$ cat src/dimcg_pkg.sv
// Constants for the DDR init-mode selector and clock gate block.
// Assumes a single APB clock domain; memory clock arrives as a plain input.
package dimcg_pkg;
    // Register byte offsets
    localparam logic [11:0] MCTL_OFFSET     = 12'h07c;
    localparam logic [11:0] CCTL_OFFSET     = 12'h08c;
    // Reset values
    localparam logic [31:0] MCTL_RESET      = 32'h0044_0009;
    localparam logic [7:0]  CCTL_RESET      = 8'h80;
    // Mode control field positions
    localparam int          INIT_DONE_BIT   = 29;
    localparam int          DUAL_PATH_BIT   = 22;
    localparam int          INTEG_LSB       = 20;
    localparam int          GRAN_LSB        = 18;
    localparam int          CPC_BIT         = 16;
    localparam int          RATE_LSB        = 8;
    localparam int          SPM_LSB         = 4;
    // Constant read-back of the low reserved nibble
    localparam logic [3:0]  MCTL_LOW_RSV    = 4'h9;
    // Granularity codes, follow the channel count
    localparam logic [1:0]  GRAN_SINGLE     = 2'h0;
    localparam logic [1:0]  GRAN_DUAL       = 2'h1;
    // Clock control field positions
    localparam int          FREQ_BIT        = 7;
    // Special mode codes
    localparam logic [2:0]  SPM_RSV0        = 3'h0;
    localparam logic [2:0]  SPM_NOP         = 3'h1;
    localparam logic [2:0]  SPM_PRE_ALL     = 3'h2;
    localparam logic [2:0]  SPM_MRS         = 3'h3;
    localparam logic [2:0]  SPM_EMRS        = 3'h4;
    localparam logic [2:0]  SPM_RSV5        = 3'h5;
    localparam logic [2:0]  SPM_CBR         = 3'h6;
    localparam logic [2:0]  SPM_NORMAL      = 3'h7;
    // Refresh rate codes
    localparam logic [2:0]  RATE_OFF        = 3'h0;
    localparam logic [2:0]  RATE_15U6       = 3'h1;
    localparam logic [2:0]  RATE_7U8        = 3'h2;
    localparam logic [2:0]  RATE_64U        = 3'h3;
    localparam logic [2:0]  RATE_FAST       = 3'h7;
    // Command codes {cs_n, ras_n, cas_n, we_n}
    localparam logic [3:0]  CMD_DESEL       = 4'hf;
    localparam logic [3:0]  CMD_NOP         = 4'h7;
    localparam logic [3:0]  CMD_PRE         = 4'h2;
    localparam logic [3:0]  CMD_MRS         = 4'h0;
    localparam logic [3:0]  CMD_REF         = 4'h1;
    localparam logic [1:0]  BANK_MRS        = 2'h0;
    localparam logic [1:0]  BANK_EMRS       = 2'h1;
    localparam logic [12:0] ADDR_PRE_ALL    = 13'h0400;
    // Refresh intervals in tenths of a microsecond, clock rates in MHz, fast interval in memory clocks
    localparam int          MHZ_LO          = 100;
    localparam int          MHZ_HI          = 133;
    localparam int          T15U6_TENTHS    = 156;
    localparam int          T7U8_TENTHS     = 78;
    localparam int          T64U_TENTHS     = 640;
    localparam int          FAST_CLOCKS     = 64;
    // Memory clocks per interval, every count rounds down
    localparam logic [13:0] R156_LO         = 14'((T15U6_TENTHS * MHZ_LO) / 10);
    localparam logic [13:0] R156_HI         = 14'((T15U6_TENTHS * MHZ_HI) / 10);
    localparam logic [13:0] R78_LO          = 14'((T7U8_TENTHS * MHZ_LO) / 10);
    localparam logic [13:0] R78_HI          = 14'((T7U8_TENTHS * MHZ_HI) / 10);
    localparam logic [13:0] R640_LO         = 14'((T64U_TENTHS * MHZ_LO) / 10);
    localparam logic [13:0] R640_HI         = 14'((T64U_TENTHS * MHZ_HI) / 10);
    localparam logic [13:0] RFAST           = 14'(FAST_CLOCKS);
    // Command sequencer states
    typedef enum logic [3:0] {
        ST_IDLE = 4'b0001,
        ST_CMD  = 4'b0010,
        ST_NORM = 4'b0100,
        ST_REF  = 4'b1000
    } dimcg_state_t;
endpackage

$ cat src/dimcg_sync.sv
// Three-stage synchroniser with glitch filter and rising-edge pulse.
// Assumes din is asynchronous to clk and slower than clk by a few times.
`timescale 1ns/1ps
module dimcg_sync (
    input  wire logic clk,
    input  wire logic rst_n,
    input  wire logic din,
    output logic      level,
    output logic      rise
);
    logic s1;
    logic s2;
    logic s3;
    wire  agree      = (s2 == s3);
    wire  next_level = agree ? s3 : level;

    // Stage one feeds only stage two, so metastability stays contained
    always_ff @(posedge clk or negedge rst_n) begin
        if (!rst_n) begin
            s1 <= 1'b0;
            s2 <= 1'b0;
            s3 <= 1'b0;
        end else begin
            s1 <= din;
            s2 <= s1;
            s3 <= s2;
        end
    end

    // Level moves only once two late stages agree
    always_ff @(posedge clk or negedge rst_n) begin
        if (!rst_n) begin
            level <= 1'b0;
            rise  <= 1'b0;
        end else begin
            level <= next_level;
            rise  <= next_level & ~level;
        end
    end
endmodule

$ cat src/dimcg_top.sv
// DDR power-up mode selector, refresh timer and DIMM clock gate with APB registers.
// Assumes the memory clock is an outside input, sampled here; host requests are same-clock.
//
// The implementer's own choice: register access over APB.
`timescale 1ns/1ps
module dimcg_top
    import dimcg_pkg::*;
#(
    parameter logic [13:0] REF64_LO = R640_LO,
    parameter logic [13:0] REF64_HI = R640_HI
) (
    input  wire logic        pclk,
    input  wire logic        presetn,
    input  wire logic [11:0] paddr,
    input  wire logic        psel,
    input  wire logic        penable,
    input  wire logic        pwrite,
    input  wire logic [31:0] pwdata,
    output logic      [31:0] prdata,
    output logic             pready,
    output logic             pslverr,
    input  wire logic        host_req,
    input  wire logic [15:0] host_address_lines,
    output logic             host_ack,
    output logic             normal_req,
    input  wire logic        normal_done,
    input  wire logic        ddr_clk_in,
    output logic             mem_cs_n,
    output logic             mem_ras_n,
    output logic             mem_cas_n,
    output logic             mem_we_n,
    output logic      [1:0]  mem_bank,
    output logic      [12:0] memory_address_bus,
    output logic      [3:0]  ck_ch0,
    output logic      [3:0]  ck_ch0_n,
    output logic      [3:0]  ck_ch1,
    output logic      [3:0]  ck_ch1_n
);
    // Register fields
    logic         init_done;
    logic         dual_path_select;
    logic [1:0]   integ_mode;
    logic         cmd_per_clk;
    logic [2:0]   refresh_rate_select;
    logic [2:0]   special_mode_select;
    logic         freq_hi;
    logic [3:0]   ck_off;
    // Sequencer and timer state
    dimcg_state_t st;
    dimcg_state_t next_st;
    logic         ref_pending;
    logic [13:0]  ref_count;
    logic         link_level;
    logic         link_rise;

    // Memory clock sampled into this domain
    dimcg_sync u_link_sync (
        .clk   (pclk),
        .rst_n (presetn),
        .din   (ddr_clk_in),
        .level (link_level),
        .rise  (link_rise)
    );

    // Command code for each special mode
    function automatic logic [3:0] mode_cmd(input logic [2:0] m);
        case (m)
            SPM_NOP:     mode_cmd = CMD_NOP;
            SPM_PRE_ALL: mode_cmd = CMD_PRE;
            SPM_MRS:     mode_cmd = CMD_MRS;
            SPM_EMRS:    mode_cmd = CMD_MRS;
            SPM_CBR:     mode_cmd = CMD_REF;
            default:     mode_cmd = CMD_DESEL;
        endcase
    endfunction

    // APB decode; slave answers in the first access cycle
    wire        apb_setup  = psel & ~penable;
    wire        apb_write  = psel & penable & pready & pwrite;
    wire        hit_mctl   = (paddr == MCTL_OFFSET);
    wire        hit_cctl   = (paddr == CCTL_OFFSET);
    wire        wr_mctl    = apb_write & hit_mctl & ~pslverr;
    wire        wr_cctl    = apb_write & hit_cctl & ~pslverr;
    wire [1:0]  gran       = dual_path_select ? GRAN_DUAL : GRAN_SINGLE;
    wire [31:0] mctl_rd    = {2'h0, init_done, 6'h00, dual_path_select, integ_mode, gran, 1'b0,
                              cmd_per_clk, 5'h00, refresh_rate_select, 1'b0, special_mode_select,
                              MCTL_LOW_RSV};
    wire [31:0] cctl_rd    = {24'h000000, freq_hi, 3'h0, ck_off};
    wire [31:0] next_rdata = hit_mctl ? mctl_rd : (hit_cctl ? cctl_rd : 32'h0000_0000);

    // Bus answer flops: ready one cycle after setup, error for unmapped
    always_ff @(posedge pclk or negedge presetn) begin
        if (!presetn) begin
            pready  <= 1'b0;
            pslverr <= 1'b0;
            prdata  <= 32'h0000_0000;
        end else begin
            pready  <= apb_setup;
            pslverr <= apb_setup & ~(hit_mctl | hit_cctl);
            prdata  <= apb_setup ? next_rdata : 32'h0000_0000;
        end
    end

    // Mode control register; reserved and read-only bits are not stored
    always_ff @(posedge pclk or negedge presetn) begin
        if (!presetn) begin
            init_done           <= MCTL_RESET[INIT_DONE_BIT];
            dual_path_select    <= MCTL_RESET[DUAL_PATH_BIT];
            integ_mode          <= MCTL_RESET[INTEG_LSB +: 2];
            cmd_per_clk         <= MCTL_RESET[CPC_BIT];
            refresh_rate_select <= MCTL_RESET[RATE_LSB +: 3];
            special_mode_select <= MCTL_RESET[SPM_LSB +: 3];
        end else if (wr_mctl) begin
            init_done           <= pwdata[INIT_DONE_BIT];
            dual_path_select    <= pwdata[DUAL_PATH_BIT];
            integ_mode          <= pwdata[INTEG_LSB +: 2];
            cmd_per_clk         <= pwdata[CPC_BIT];
            refresh_rate_select <= pwdata[RATE_LSB +: 3];
            special_mode_select <= pwdata[SPM_LSB +: 3];
        end
    end

    // Clock control register
    always_ff @(posedge pclk or negedge presetn) begin
        if (!presetn) begin
            freq_hi <= CCTL_RESET[FREQ_BIT];
            ck_off  <= CCTL_RESET[3:0];
        end else if (wr_cctl) begin
            freq_hi <= pwdata[FREQ_BIT];
            ck_off  <= pwdata[3:0];
        end
    end

    // Gated clock pairs; both channels share the disable bits
    always_ff @(posedge pclk or negedge presetn) begin
        if (!presetn) begin
            ck_ch0   <= 4'h0;
            ck_ch0_n <= 4'hf;
            ck_ch1   <= 4'h0;
            ck_ch1_n <= 4'hf;
        end else begin
            ck_ch0   <= {4{link_level}} & ~ck_off;
            ck_ch0_n <= ~{4{link_level}} | ck_off;
            ck_ch1   <= {4{link_level}} & ~ck_off;
            ck_ch1_n <= ~{4{link_level}} | ck_off;
        end
    end

    // Interval in memory clocks; the frequency bit feeds only this lookup
    wire [13:0] lim_156 = freq_hi ? R156_HI : R156_LO;
    wire [13:0] lim_78  = freq_hi ? R78_HI : R78_LO;
    wire [13:0] lim_64  = freq_hi ? REF64_HI : REF64_LO;
    wire [13:0] ref_limit = (refresh_rate_select == RATE_15U6) ? lim_156 :
                            (refresh_rate_select == RATE_7U8)  ? lim_78 :
                            (refresh_rate_select == RATE_64U)  ? lim_64 :
                            (refresh_rate_select == RATE_FAST) ? RFAST : 14'h0000;
    // Reserved rate codes leave refresh off
    wire        rate_ok    = (ref_limit != 14'h0000);
    wire        ref_enable = init_done & rate_ok;
    wire        ref_tick   = ref_enable & link_rise & (ref_count >= ref_limit - 14'h0001);

    // Refresh timer counts memory clock edges
    always_ff @(posedge pclk or negedge presetn) begin
        if (!presetn) begin
            ref_count <= 14'h0000;
        end else if (!ref_enable) begin
            ref_count <= 14'h0000;
        end else if (link_rise) begin
            ref_count <= ref_tick ? 14'h0000 : ref_count + 14'h0001;
        end
    end

    // Pending refresh: a new tick wins over the service clear
    wire take_ref  = (st == ST_IDLE) & ref_pending;
    wire take_host = (st == ST_IDLE) & ~ref_pending & host_req & ~host_ack; // Request still up in ack cycle
    always_ff @(posedge pclk or negedge presetn) begin
        if (!presetn) begin
            ref_pending <= 1'b0;
        end else if (ref_tick) begin
            ref_pending <= 1'b1;
        end else if (take_ref | ~ref_enable) begin
            ref_pending <= 1'b0;
        end
    end

    // Special-mode address mapping
    wire        is_normal   = (special_mode_select == SPM_NORMAL) | (special_mode_select == SPM_RSV0) |
                              (special_mode_select == SPM_RSV5);
    wire [12:0] mrs_dual    = {host_address_lines[15:14], 1'b0, host_address_lines[13:5], 1'b0};
    wire [12:0] mrs_single  = {host_address_lines[14:13], 1'b0, host_address_lines[12:5], 2'b11};
    wire [12:0] mrs_addr    = dual_path_select ? mrs_dual : mrs_single;
    wire [12:0] emrs_addr   = host_address_lines[15:3];
    wire [12:0] host_ma     = (special_mode_select == SPM_MRS)     ? mrs_addr :
                              (special_mode_select == SPM_EMRS)    ? emrs_addr :
                              (special_mode_select == SPM_PRE_ALL) ? ADDR_PRE_ALL : 13'h0000;
    wire [1:0]  host_bank   = (special_mode_select == SPM_EMRS) ? BANK_EMRS : BANK_MRS;
    wire [3:0]  host_cmd    = mode_cmd(special_mode_select);

    // Sequencer next state
    always_comb begin
        next_st = st;
        case (st)
            ST_IDLE: begin
                if (take_ref) begin
                    next_st = ST_REF;
                end else if (take_host) begin
                    next_st = is_normal ? ST_NORM : ST_CMD;
                end
            end
            ST_CMD:  next_st = link_rise ? ST_IDLE : ST_CMD;
            ST_REF:  next_st = link_rise ? ST_IDLE : ST_REF;
            ST_NORM: next_st = normal_done ? ST_IDLE : ST_NORM;
            default: next_st = ST_IDLE;
        endcase
    end

    // Commands are held until the next synchronised memory clock rise pulse, which can come from an edge before the command
    always_ff @(posedge pclk or negedge presetn) begin
        if (!presetn) begin
            st <= ST_IDLE;
        end else begin
            st <= next_st;
        end
    end

    // Command, address and handshake outputs
    always_ff @(posedge pclk or negedge presetn) begin
        if (!presetn) begin
            {mem_cs_n, mem_ras_n, mem_cas_n, mem_we_n} <= CMD_DESEL;
            mem_bank           <= 2'h0;
            memory_address_bus <= 13'h0000;
            host_ack           <= 1'b0;
            normal_req         <= 1'b0;
        end else begin
            host_ack <= 1'b0;
            if (take_ref) begin
                {mem_cs_n, mem_ras_n, mem_cas_n, mem_we_n} <= CMD_REF;
                mem_bank           <= 2'h0;
                memory_address_bus <= 13'h0000;
            end else if (take_host & ~is_normal) begin
                {mem_cs_n, mem_ras_n, mem_cas_n, mem_we_n} <= host_cmd;
                mem_bank           <= host_bank;
                memory_address_bus <= host_ma;
            end else if (take_host) begin
                normal_req <= 1'b1;
            end else if (((st == ST_CMD) | (st == ST_REF)) & link_rise) begin
                {mem_cs_n, mem_ras_n, mem_cas_n, mem_we_n} <= CMD_DESEL;
                mem_bank           <= 2'h0;
                memory_address_bus <= 13'h0000;
                host_ack           <= (st == ST_CMD);
            end else if ((st == ST_NORM) & normal_done) begin
                normal_req <= 1'b0;
                host_ack   <= 1'b1;
            end
        end
    end

    wire [3:0] cmd_out = {mem_cs_n, mem_ras_n, mem_cas_n, mem_we_n};
endmodule
$ cat config.mk
export PLATFORM = sky130hd
export DESIGN_NAME = dimcg_top
export DESIGN_NICKNAME = d
export VERILOG_FILES = /design/src/dimcg_pkg.sv /design/src/dimcg_sync.sv /design/src/dimcg_top.sv
export SDC_FILE = /design/constraint.sdc
export NUM_CORES = 1
export LEC_CHECK = 0
export BUFFER_PORTS_ARGS = -buffer_cell sky130_fd_sc_hd__buf_2
export CELL_PAD_IN_SITES_DETAIL_PLACEMENT = 1
export CELL_PAD_IN_SITES_GLOBAL_PLACEMENT = 1
export CORE_ASPECT_RATIO = 1.75
export CORE_MARGIN = 3
export CORE_UTILIZATION = 38
export CTS_CLUSTER_SIZE = 16
export DETAILED_ROUTE_END_ITERATION = 16
export PLACE_DENSITY_LB_ADDON = 0.1
export SLEW_MARGIN = 10
export SYNTH_ARGS = -nofsm -noshare
export SYNTH_HDL_FRONTEND = slang
export SYNTH_SLANG_ARGS = --single-unit
$ cat constraint.sdc
create_clock -name pclk -period 3.4 [get_ports pclk]
set_clock_uncertainty 0.05 [all_clocks]
set_input_delay 0.17 -clock pclk [delete_from_list [all_inputs] [get_ports pclk]]
set_output_delay 0.17 -clock pclk [all_outputs]
set_load 0.02 [all_outputs]
After elaboration in Yosys (flattened, before gate mapping). Cells that the tools add are included.

Equality and inequality tests: 22. Magnitude comparators: 1. Reduce and logical (&&, ||, !) cells: 8. Multiplexer cells: 56. Bitwise operators: 39. $add $sub $neg: 2.

Operators by type and width (number): 2-to-1 mux 14 bit (7); 2-to-1 mux 13 bit (7); 2-to-1 mux 30 bit (2); case mux 4 bit (4 select lines) (2); 2-to-1 mux 1 bit (23); 2-to-1 mux 11 bit (2); AND 1 bit (20); equality test 3 bit (second input constant) (5); adder 14 x 1 -> 14 bit (second input constant) (1); >= comparator 14 bit (1); nonzero test 14 bit (1); subtractor 14 x 1 -> 14 bit (second input constant) (1); equality test 12 x 7 -> 1 bit (second input constant) (1); equality test 12 x 8 -> 1 bit (second input constant) (1); equality test 3 x 2 -> 1 bit (second input constant) (4); 2-to-1 mux 12 bit (1); 2-to-1 mux 4 bit (3); 2-to-1 mux 2 bit (5); NOT 1 bit (10); 2-to-1 mux 8 bit (1); NOT 4 bit (2); 2-to-1 mux 7 bit (1); equality test 3 x 1 -> 1 bit (second input constant) (2); 2-to-1 mux 3 bit (2); 18 further kinds (23).

Output and inout port bits: 71. Flip-flop bits (word level): 101.

Depth between registers and ports, before layout. Gate-level depths: netlist of the first run.

Depth in word-level cells: 12. Mapped depth: 14.

By module. Synthesis of the first run repeated with hierarchy kept, for this count alone.

Cell total of the unflattened synthesis: 439. Area total of the unflattened synthesis: 4395.5 um^2.

Modules (own cells, without submodules): dimcg_top (cells each 432, times used 1, area each 4249.1 um^2); dimcg_sync (cells each 7, times used 1, area each 146.4 um^2).

Worst setup path after synthesis of the first run. OpenSTA, ideal clock, no wires.

Path kind: register to register. Start: register refresh_rate_select[1]. End: register ref_count[11]. Period minus slack after synthesis: 2.633 ns. Setup time: 0.082 ns. Stages on the path, launching flop included: 14. Setup slack: 0.767 ns. Data arrival time: 2.501 ns. Data required time: 3.268 ns. Buffers on the path: 3. Path through: dfrtp_1 > clkbuf_1 > nand2_1 > nor2_1 > nand2_1 > ha_1 > nand2b_1 > a21oi_1 > o221ai_1 > a211oi_1 > buf_2 > buf_2 > nand2_1 > a31oi_1.

Longest elaborated chain between the ends: 12. Elaborated cells between the ends (all ways): 18. Those cells by class: add/sub: 1; order compare: 1; eq/ne: 5; mux: 7; bitwise: 3; reduce/logical: 1.

RTL lines: start, declared (line dimcg_top.sv:44) `logic [2:0] refresh_rate_select;`; start signal, assigned (line dimcg_top.sv:111) `refresh_rate_select <= MCTL_RESET[RATE_LSB +: 3];`; start signal, assigned (line dimcg_top.sv:118) `refresh_rate_select <= pwdata[RATE_LSB +: 3];`; equality test 3 bit (line dimcg_top.sv:156) `(refresh_rate_select == RATE_FAST) ? RFAST : 14'h0000;`; 2-to-1 mux 7 bit (line dimcg_top.sv:156); 2-to-1 mux 14 bit (line dimcg_top.sv:155) `(refresh_rate_select == RATE_64U) ? lim_64 :`; 2-to-1 mux 14 bit (line dimcg_top.sv:154) `(refresh_rate_select == RATE_7U8) ? lim_78 :`; 2-to-1 mux 14 bit * (line dimcg_top.sv:153) `wire [13:0] ref_limit = (refresh_rate_select == RATE_15U6) ? lim_156 :`; parallel branches: the longest is 7 deep, another holds subtractor 14 x 1 -> 14 bit; end signal, assigned (line dimcg_top.sv:169) `ref_count <= ref_tick ? 14'h0000 : ref_count + 14'h0001;`; end, declared (line dimcg_top.sv:52) `logic [13:0] ref_count;`.

Every way passes the cells marked *. The select of a mux whose other input is x is not followed. A chain may end at the register's enable or synchronous reset.

Final worst setup path of the first run.
Start: register refresh_rate_select[2]. End: register ref_count[3].

The elaborated chain is that of the path after synthesis.

==> flow_metrics.py, run 1 <==
metrics = {
    "logic_synthesis": {
        "synth_top_family_by_area": "simple AND/OR/NAND/NOR gates",
        "yosys.area_share.simple": 0.197,
        "syn_inst": 439,
        "ys_seq_area_frac": 0.503,
        "synth_top_area_frac": 0.436,
        "yosysWarnings": 0,
        "yosys.area.top_type": "dfrtp_1",
        "synth_area_mm2": 0.00430,
        "synthArstFlopShare": 1.00,
        "synth_area_leaders": "dfrtp_1 (44%), dfstp_2 (6.7%), buf_4 (4.7%)",
        "synth_compound_area_frac": 0.134,
        "synthMuxAreaShare": 0.0364,
        "ys_seq_elements": 86,
        "ys.flop_type": "dfrtp_1",
        "synth-edff-count": 0,
        "synth_xor_area_frac": 0.00407,
        "synth.avg_cell_area_um2": 9.80,
        "synth_cell_types": 48,
        "yosys.area_share.adder": 0.0436,
    },
    "floorplanning": {
        "fp-row-count": 50,
        "core_mm2": 0.0109,
        "dieArea_mm2": 0.0127,
        "start_util": 0.395,
        "ios": 139,
        "die_x_um": 86.4,
        "die_h_um": 147,
    },
    "setup_path": {
        "crit_fanout": 11,
        "critPathRequiredTime_ps": 3600,
        "critPathLaunchType": "register",
        "crit_family": "compound AO/OA/AOI/OAI gates",
        "critPathBufInv": 2,
        "cp-end-kind": "register",
        "slowest_stage": "a211oi_4",
        "slowest_delay_ps": 560,
        "critPathKind": "register to register",
        "cp.arrival_ps": 3200,
        "crit_chain": "inv_1, nand2_1, nor2_1, nand2_1, ha_1, nand2b_1, a21oi_1, o221ai_1, a211oi_4, buf_12, a21oi_1, a31oi_1",
    },
    "placed_design": {
        "dp_hpwl_um": 8190,
        "io_buffers": 103,
        "place.gp.congestion": 0.791,
        "post_dp_cell_area_mm2": 0.00481,
    },
    "cells_and_area": {
        "syn2layout_area_growth_pct": 19.5,
        "antenna_cells": 0,
        "layout_common_cells": "buf_2 (102), dfrtp_1 (75), nand2_1 (52)",
        "mostFrequentLayoutCell": "buf_2",
        "fill_cells": 1287,
        "drive_gt1_frac": 0.284,
        "stdcell_area_mm2": 0.00514,
        "final_core_util": 0.472,
        "nets": 616,
    },
    "sta": {
        "slew_viol_final": 0,
        "period_share": 0.885,
        "finalHoldViolCount": 0,
        "whs_ps": 13.6,
        "period_minus_slack_ps": 3010,
        "tightestPinTransition_ps": 931,
        "finalSetupViolations": 0,
        "fmax_ghz": 0.332,
        "rsz0062_at_grt": "no",
        "tns_ps": 0,
        "max_slew_margin": 0.379,
    },
    "clock_tree": {
        "cts_buffers": 9,
        "htree_levels": 3,
        "clkTransAtPathRegs_ps": 70,
        "cts-root-buf": "clkbuf_16",
        "cts_sinks": 86,
        "clockBufferDepth": 2,
        "worst_skew_pair.late_latency_ps": 330,
        "cts_tree": "done",
    },
    "global_routing": {
        "overflow": 0,
        "antenna_found_initial": 0,
        "grt_pass1_vias": 3561,
        "grt_max_degree": 76,
        "grt_pass1_wl_um": 17700,
        "grtUsageTotal": 0.175,
    },
    "detailed_routing": {
        "drtIter0Drc": 126,
        "vias_per_cell": 5.23,
        "drt_pre_antenna_iters": 4,
        "final_antenna_net_count": 0,
        "via_count": 3491,
        "drc": 0,
        "route.final.wire_length_um": 10800,
        "drt-wirelength-per-cell_um": 16.2,
    },
    "power_and_ir_drop": {
        "power_density_mw_per_mm2": 468,
        "total_power_w": 0.00241,
        "peakVddDrop_mv": 0.320,
        "p_leak_nw": 2.61,
    },
    "outcome": {
        "status": "completed",
    },
    "min_path": {
        "hp-class": "input pin to register",
    },
    "run": {
        "cap_violations": 0,
    },
}
-- synthesized netlist by cell type (6+ instances only) --
master and count:
a21oi_1 30, a31oi_1 12, and2_1 15, buf_4 27
dfrtp_1 75, dfstp_2 11, ha_1 15, inv_1 22
mux2_2 13, nand2_1 52, nand2b_1 13, nand3_1 11
nand4_1 6, nor2_1 26, nor3_1 11, nor4_1 6
o21ai_0 28
-- layout make-up --
| type | count | area (um^2) | share of cell area |
|---|---|---|---|
| timing repair buffer | 107 | 566 | 0.110 |
| multi-input combinational | 307 | 1860 | 0.362 |
| clock buffer | 9 | 225 | 0.0438 |
| inverter | 22 | 82.6 | 0.0161 |
| clock inverter | 7 | 80.1 | 0.0156 |
| sequential | 86 | 2170 | 0.421 |
| tap | 130 | 163 | 0.0316 |
-- where the power goes --
group	switching [W]	internal [W]	leakage, nW
combinational	0.000191	0.0000983	1.34
clock	0.000431	0.000577	0.143
sequential	0.0000372	0.00107	1.12
-- final timing paths --
| check | start | endpoint | slack (ps) | depth (start not counted) |
|---|---|---|---|---|
| setup / recovery | refresh_rate_select[2]$_DFFE_PN0P_ | ref_count[3]$_DFFE_PN0P_ | 390 | 12 |
| hold / removal | pwdata[4] | special_mode_select[0]$_DFFE_PN0P_ | 10 | 3 |
| setup reg to reg | refresh_rate_select[2]$_DFFE_PN0P_ | ref_count[3]$_DFFE_PN0P_ | 390 | 12 |
| hold reg to reg | u_link_sync.s1$_DFF_PN0_ | u_link_sync.s2$_DFF_PN0_ | 300 | 0 |
| max in group asynchronous | presetn | ref_count[13]$_DFFE_PN0P_ | 2110 | 3 |
| min in group asynchronous | presetn | memory_address_bus[8]$_DFFE_PN0P_ | 450 | 2 |
-- cells by family (layout without fill, tap and decap cells) --
logic type	count (synthesis)	after routing
flops	86	86
mux	14	14
buf+inv	61	145
fa+ha+maj	15	15
compound gates	96	96
simple gates	164	164
xor+xnor	2	2
other cells	1	16
-- metrics by stage --
stage | std cells | setup WS [ps]
after global routing | 668 | 122
after detailed placement | 650 | 258
after global placement | 650 | 359
final | 668 | 391
after floorplan | 454 | 767
after CTS | 668 | 228
-- registers in the layout, summed over array words and instances (netlist names), 2 cells and up --
name                 count
st                       4
ck_ch1_n                 4
ck_off                   4
special_mode_select      3
ck_ch1                   4
ref_count               14
memory_address_bus      13
refresh_rate_select      3
prdata                  16
integ_mode               2
-- layer usage --
metal,share of wire,vias to the layer above,track usage
li1,-,1677,-
met1,0.41,1708,0.214
met2,0.53,93,0.301
met3,0.049,13,0.0320
met4,0.018,0,0.0655
met5,0,-,0
-- timing repair --
item | 4_1_cts | 5_1_grt
setup buffers | 0 | 0
gates resized for setup | 0 | 1
hold buffers | 2 | 0
hold endpoints to repair | 64 | 0
setup endpoints to repair | 0 | 4
-- worst register-to-register path, cell delays in order (launching register included) --
cell and delay [ps]:
dfrtp_1 500, inv_1 190, nand2_1 120, nor2_1 170, nand2_1 90, ha_1 270
nand2b_1 140, a21oi_1 180, o221ai_1 220, a211oi_4 560, buf_12 200, a21oi_1 70
a31oi_1 160
Note: power is estimated with default switching activity, not from simulation.
==> inputs of run 2 (changes only) <==
--- a/config.mk
+++ b/config.mk
@@ -5,12 +5,13 @@
 export SDC_FILE = /design/constraint.sdc
 export NUM_CORES = 1
 export LEC_CHECK = 0
+export ABC_AREA = 1
 export BUFFER_PORTS_ARGS = -buffer_cell sky130_fd_sc_hd__buf_2
 export CELL_PAD_IN_SITES_DETAIL_PLACEMENT = 1
 export CELL_PAD_IN_SITES_GLOBAL_PLACEMENT = 1
 export CORE_ASPECT_RATIO = 1.75
 export CORE_MARGIN = 3
-export CORE_UTILIZATION = 38
+export CORE_UTILIZATION = 37
 export CTS_CLUSTER_SIZE = 16
 export DETAILED_ROUTE_END_ITERATION = 16
 export PLACE_DENSITY_LB_ADDON = 0.1
==> run 2 against run 1 <==
Compared with the run above: hold slack improved by 5.1 ps; sequential power is essentially flat; sequential share of layout area fell by 2.4 points; register-to-register slack better by 460 ps; clock power barely moved; count of clock-buffer cells in the layout stayed put; cell count is 28% higher; power is 0.61% lower; critical path depth increased by 6; fmax increased by 18%; first-iteration DRC count grew 26%; routed wire length rose by 15%; critical endpoint is now ref_count[5]$_DFFE_PN0P_; largest power group unchanged.
==> flow_metrics.py, run 2 <==
metrics = {
    "setup_path": {
        "critPathBufInv": 4,
        "critPathRequiredTime_ps": 3620,
        "cpMostUsedCell": "nand2_1",
        "critPathKind": "register to register",
        "slowest_delay_ps": 420,
        "cp.arrival_ps": 2770,
        "crit_chain": "inv_1, nand2_1, nor2_1, inv_1, nor2_1, nor2_1, a21oi_1, ha_1, nand2_1, inv_1, nand2_1, nand2_1, nand2_1, nand3_1, nor2_1, buf_4, nand3_1, nand2_1",
        "crit_fanout": 14,
        "critPathLaunchType": "register",
        "r2r_slack_ps": 860,
        "slowest_stage": "dfrtp_1",
        "crit_family": "simple AND/OR/NAND/NOR gates",
        "cp-end-kind": "register",
    },
    "power_and_ir_drop": {
        "swShare": 0.274,
        "power.switching_w": 0.000655,
        "pwr-share-seq": 0.458,
        "combPwrFrac": 0.119,
        "clkPwrFrac": 0.423,
        "power_density_mw_per_mm2": 440,
        "peakVddDrop_mv": 0.216,
        "internal_power_w": 0.00174,
        "p_leak_nw": 3.16,
    },
    "placed_design": {
        "dp_hpwl_um": 9820,
        "io_buffers": 103,
        "placedCellCount": 837,
        "place.gp.congestion": 0.846,
        "preCtsSetupSlack_ps": 818,
    },
    "min_path": {
        "hp-class": "input pin to register",
    },
    "cells_and_area": {
        "largest_register_ffs": 16,
        "nets": 769,
        "reg.largest.list": "prdata (16), ref_count (14), memory_address_bus (13)",
        "drive_gt1_frac": 0.219,
        "fill_cells": 1556,
        "top_register": "prdata",
        "layoutNonFillerInstCount": 856,
        "final_core_util": 0.454,
        "syn2layout_area_growth_pct": 19.4,
        "mostFrequentLayoutCell": "nand2_1",
        "antenna_cells": 0,
        "layout_common_cells": "nand2_1 (188), buf_2 (102), dfrtp_1 (75)",
    },
    "sta": {
        "max_slew_margin": 0.447,
        "finalHoldViolCount": 0,
        "slew_viol_final": 0,
        "tns_ps": 0,
        "fmax_ghz": 0.393,
        "tightestPinTransition_ps": 828,
        "rsz0062_at_grt": "no",
        "post-route-worst-setup-slack_ps": 856,
        "finalSetupViolations": 0,
        "period_minus_slack_ps": 2540,
        "period_share": 0.748,
    },
    "logic_synthesis": {
        "synth_cell_types": 35,
        "syn_inst": 586,
        "synth_area_mm2": 0.00456,
        "yosys.area.top_type": "dfrtp_1",
        "yosysMostFrequentCell": "nand2_1",
        "ys_seq_area_frac": 0.475,
        "netlist_top_cells_count": "nand2_1 (188), dfrtp_1 (75), inv_1 (72)",
        "ys_seq_elements": 86,
        "synth_top_area_frac": 0.411,
        "synth.avg_cell_area_um2": 7.78,
        "ys.flop_type": "dfrtp_1",
        "synth-edff-count": 0,
        "synth_area_leaders": "dfrtp_1 (41%), nand2_1 (15%), dfstp_2 (6.3%)",
        "synthArstFlopShare": 1.00,
        "yosysWarnings": 0,
    },
    "clock_tree": {
        "clockBufferDepth": 2,
        "cts_buffers": 9,
        "cts-root-buf": "clkbuf_16",
        "clkTransAtPathRegs_ps": 70,
        "cts_sinks": 86,
        "ctsResizeCount": 0,
        "worst_skew_pair.late_latency_ps": 340,
        "cts_tree": "done",
        "htree_levels": 3,
    },
    "run": {
        "cap_violations": 0,
    },
    "detailed_routing": {
        "final_antenna_net_count": 0,
        "drt-wirelength-per-cell_um": 14.5,
        "via_count": 4022,
        "vias_per_cell": 4.70,
        "drtIter0Drc": 159,
        "route.final.wire_length_um": 12400,
        "drt_pre_antenna_iters": 4,
        "drc": 0,
    },
    "floorplanning": {
        "dieArea_mm2": 0.0138,
        "core_mm2": 0.0120,
        "fp-row-count": 53,
        "start_util": 0.380,
        "die_h_um": 153,
        "ios": 139,
        "die_x_um": 89.9,
    },
    "global_routing": {
        "grtUsageTotal": 0.187,
        "antenna_found_initial": 0,
        "grt_pass1_wl_um": 20900,
        "grt_max_degree": 59,
        "overflow": 0,
        "grt_pass1_vias": 4324,
    },
    "outcome": {
        "status": "completed",
    },
}
-- run 2: cell count changes in the layout (fill, tap and decap cells not counted), moves of 6 or more --
cell,change
nand2b_1,-13
nand2_1,+136
nor4_1,-6
nor2_1,+40
nand3_1,+28
a31oi_1,-11
and2_1,-15
o21ai_0,-13
o21ai_1,+10
a21oi_1,-18
mux2_2,-13
inv_1,+50
-- run 2: power by group through the flow --
stage	Sequential, W	Combinational (W)	Clock [W]
2_1_floorplan	0.00114	0.000166	0
3_3_place_gp	0.00111	0.000278	0
3_5_place_dp	0.00112	0.000287	0
4_1_cts	0.00110	0.000293	0.00104
5_1_grt	0.00110	0.000320	0.00108
6_report	0.00110	0.000286	0.00101
-- run 2: timing repair --
action / 4_1_cts / 5_1_grt
hold buffers: 3 / 0
setup endpoints to repair: 0 / 0
endpoints found under the hold margin: 50 / 0
setup buffers: 0 / 0
-- run 2: kinds of logic after synthesis --
kind of cell | count (synthesis) | share of synthesized area
and+or+nand+nor | 322 | 0.298
buffers and inverters | 111 | 0.120
DFF | 86 | 0.475
AOI/OAI and AO/OA | 43 | 0.0502
adders and majority gates | 15 | 0.0411
xor gates and xnor gates | 8 | 0.0154
other | 1 | 0.000822
-- run 2: path summary, 6_finish.rpt --
| kind | startpoint | to | depth (start not counted) |
|---|---|---|---|
| max reg2reg | refresh_rate_select[2]$_DFFE_PN0P_ | ref_count[5]$_DFFE_PN0P_ | 18 |
| min reg2reg | u_link_sync.s1$_DFF_PN0_ | u_link_sync.s2$_DFF_PN0_ | 0 |
| min in group asynchronous | presetn | memory_address_bus[1]$_DFFE_PN0P_ | 2 |
| max | refresh_rate_select[2]$_DFFE_PN0P_ | ref_count[5]$_DFFE_PN0P_ | 18 |
| max in group asynchronous | presetn | ck_ch1_n[1]$_DFF_PN1_ | 3 |
| min | pwdata[2] | ck_off[2]$_DFFE_PN0P_ | 3 |
-- run 2: through the flow --
step                      cell area [um^2]  hold WS (ps)  total power [W]
after detailed placement              5110           230          0.00140
after global routing                  5450          19.6          0.00251
after floorplan                       4620          -176          0.00130
final                                 5450          18.6          0.00239
after CTS                             5450          8.56          0.00243
after global placement                5110           229          0.00139
-- run 2: cell type report --
class                           count  area [um^2]  area share
Timing Repair Buffer              110          578       0.106
Inverter                           75          284      0.0522
Multi-Input combinational cell    404         1910       0.350
Tap cell                          165          206      0.0379
Sequential cell                    86         2170       0.398
Clock inverter                      7         80.1      0.0147
Clock buffer                        9          225      0.0414
-- run 2: worst register-to-register path, stage by stage, from the launching register on --
cell     delay, ps
dfrtp_1        420
inv_1          110
nand2_1         80
nor2_1         140
inv_1           70
nor2_1         250
nor2_1          80
a21oi_1        170
ha_1           260
nand2_1         70
inv_1           50
nand2_1         70
nand2_1         60
nand2_1         60
nand3_1         80
nor2_1         100
buf_4          210
nand3_1         90
nand2_1         80
-- run 2: routing by layer --
layer,track usage,part of all wire,routed length (um)
met5,0,0,0
met4,0.0774,0.026,320
met3,0.0271,0.029,362
met2,0.371,0.57,7050
met1,0.192,0.38,4670
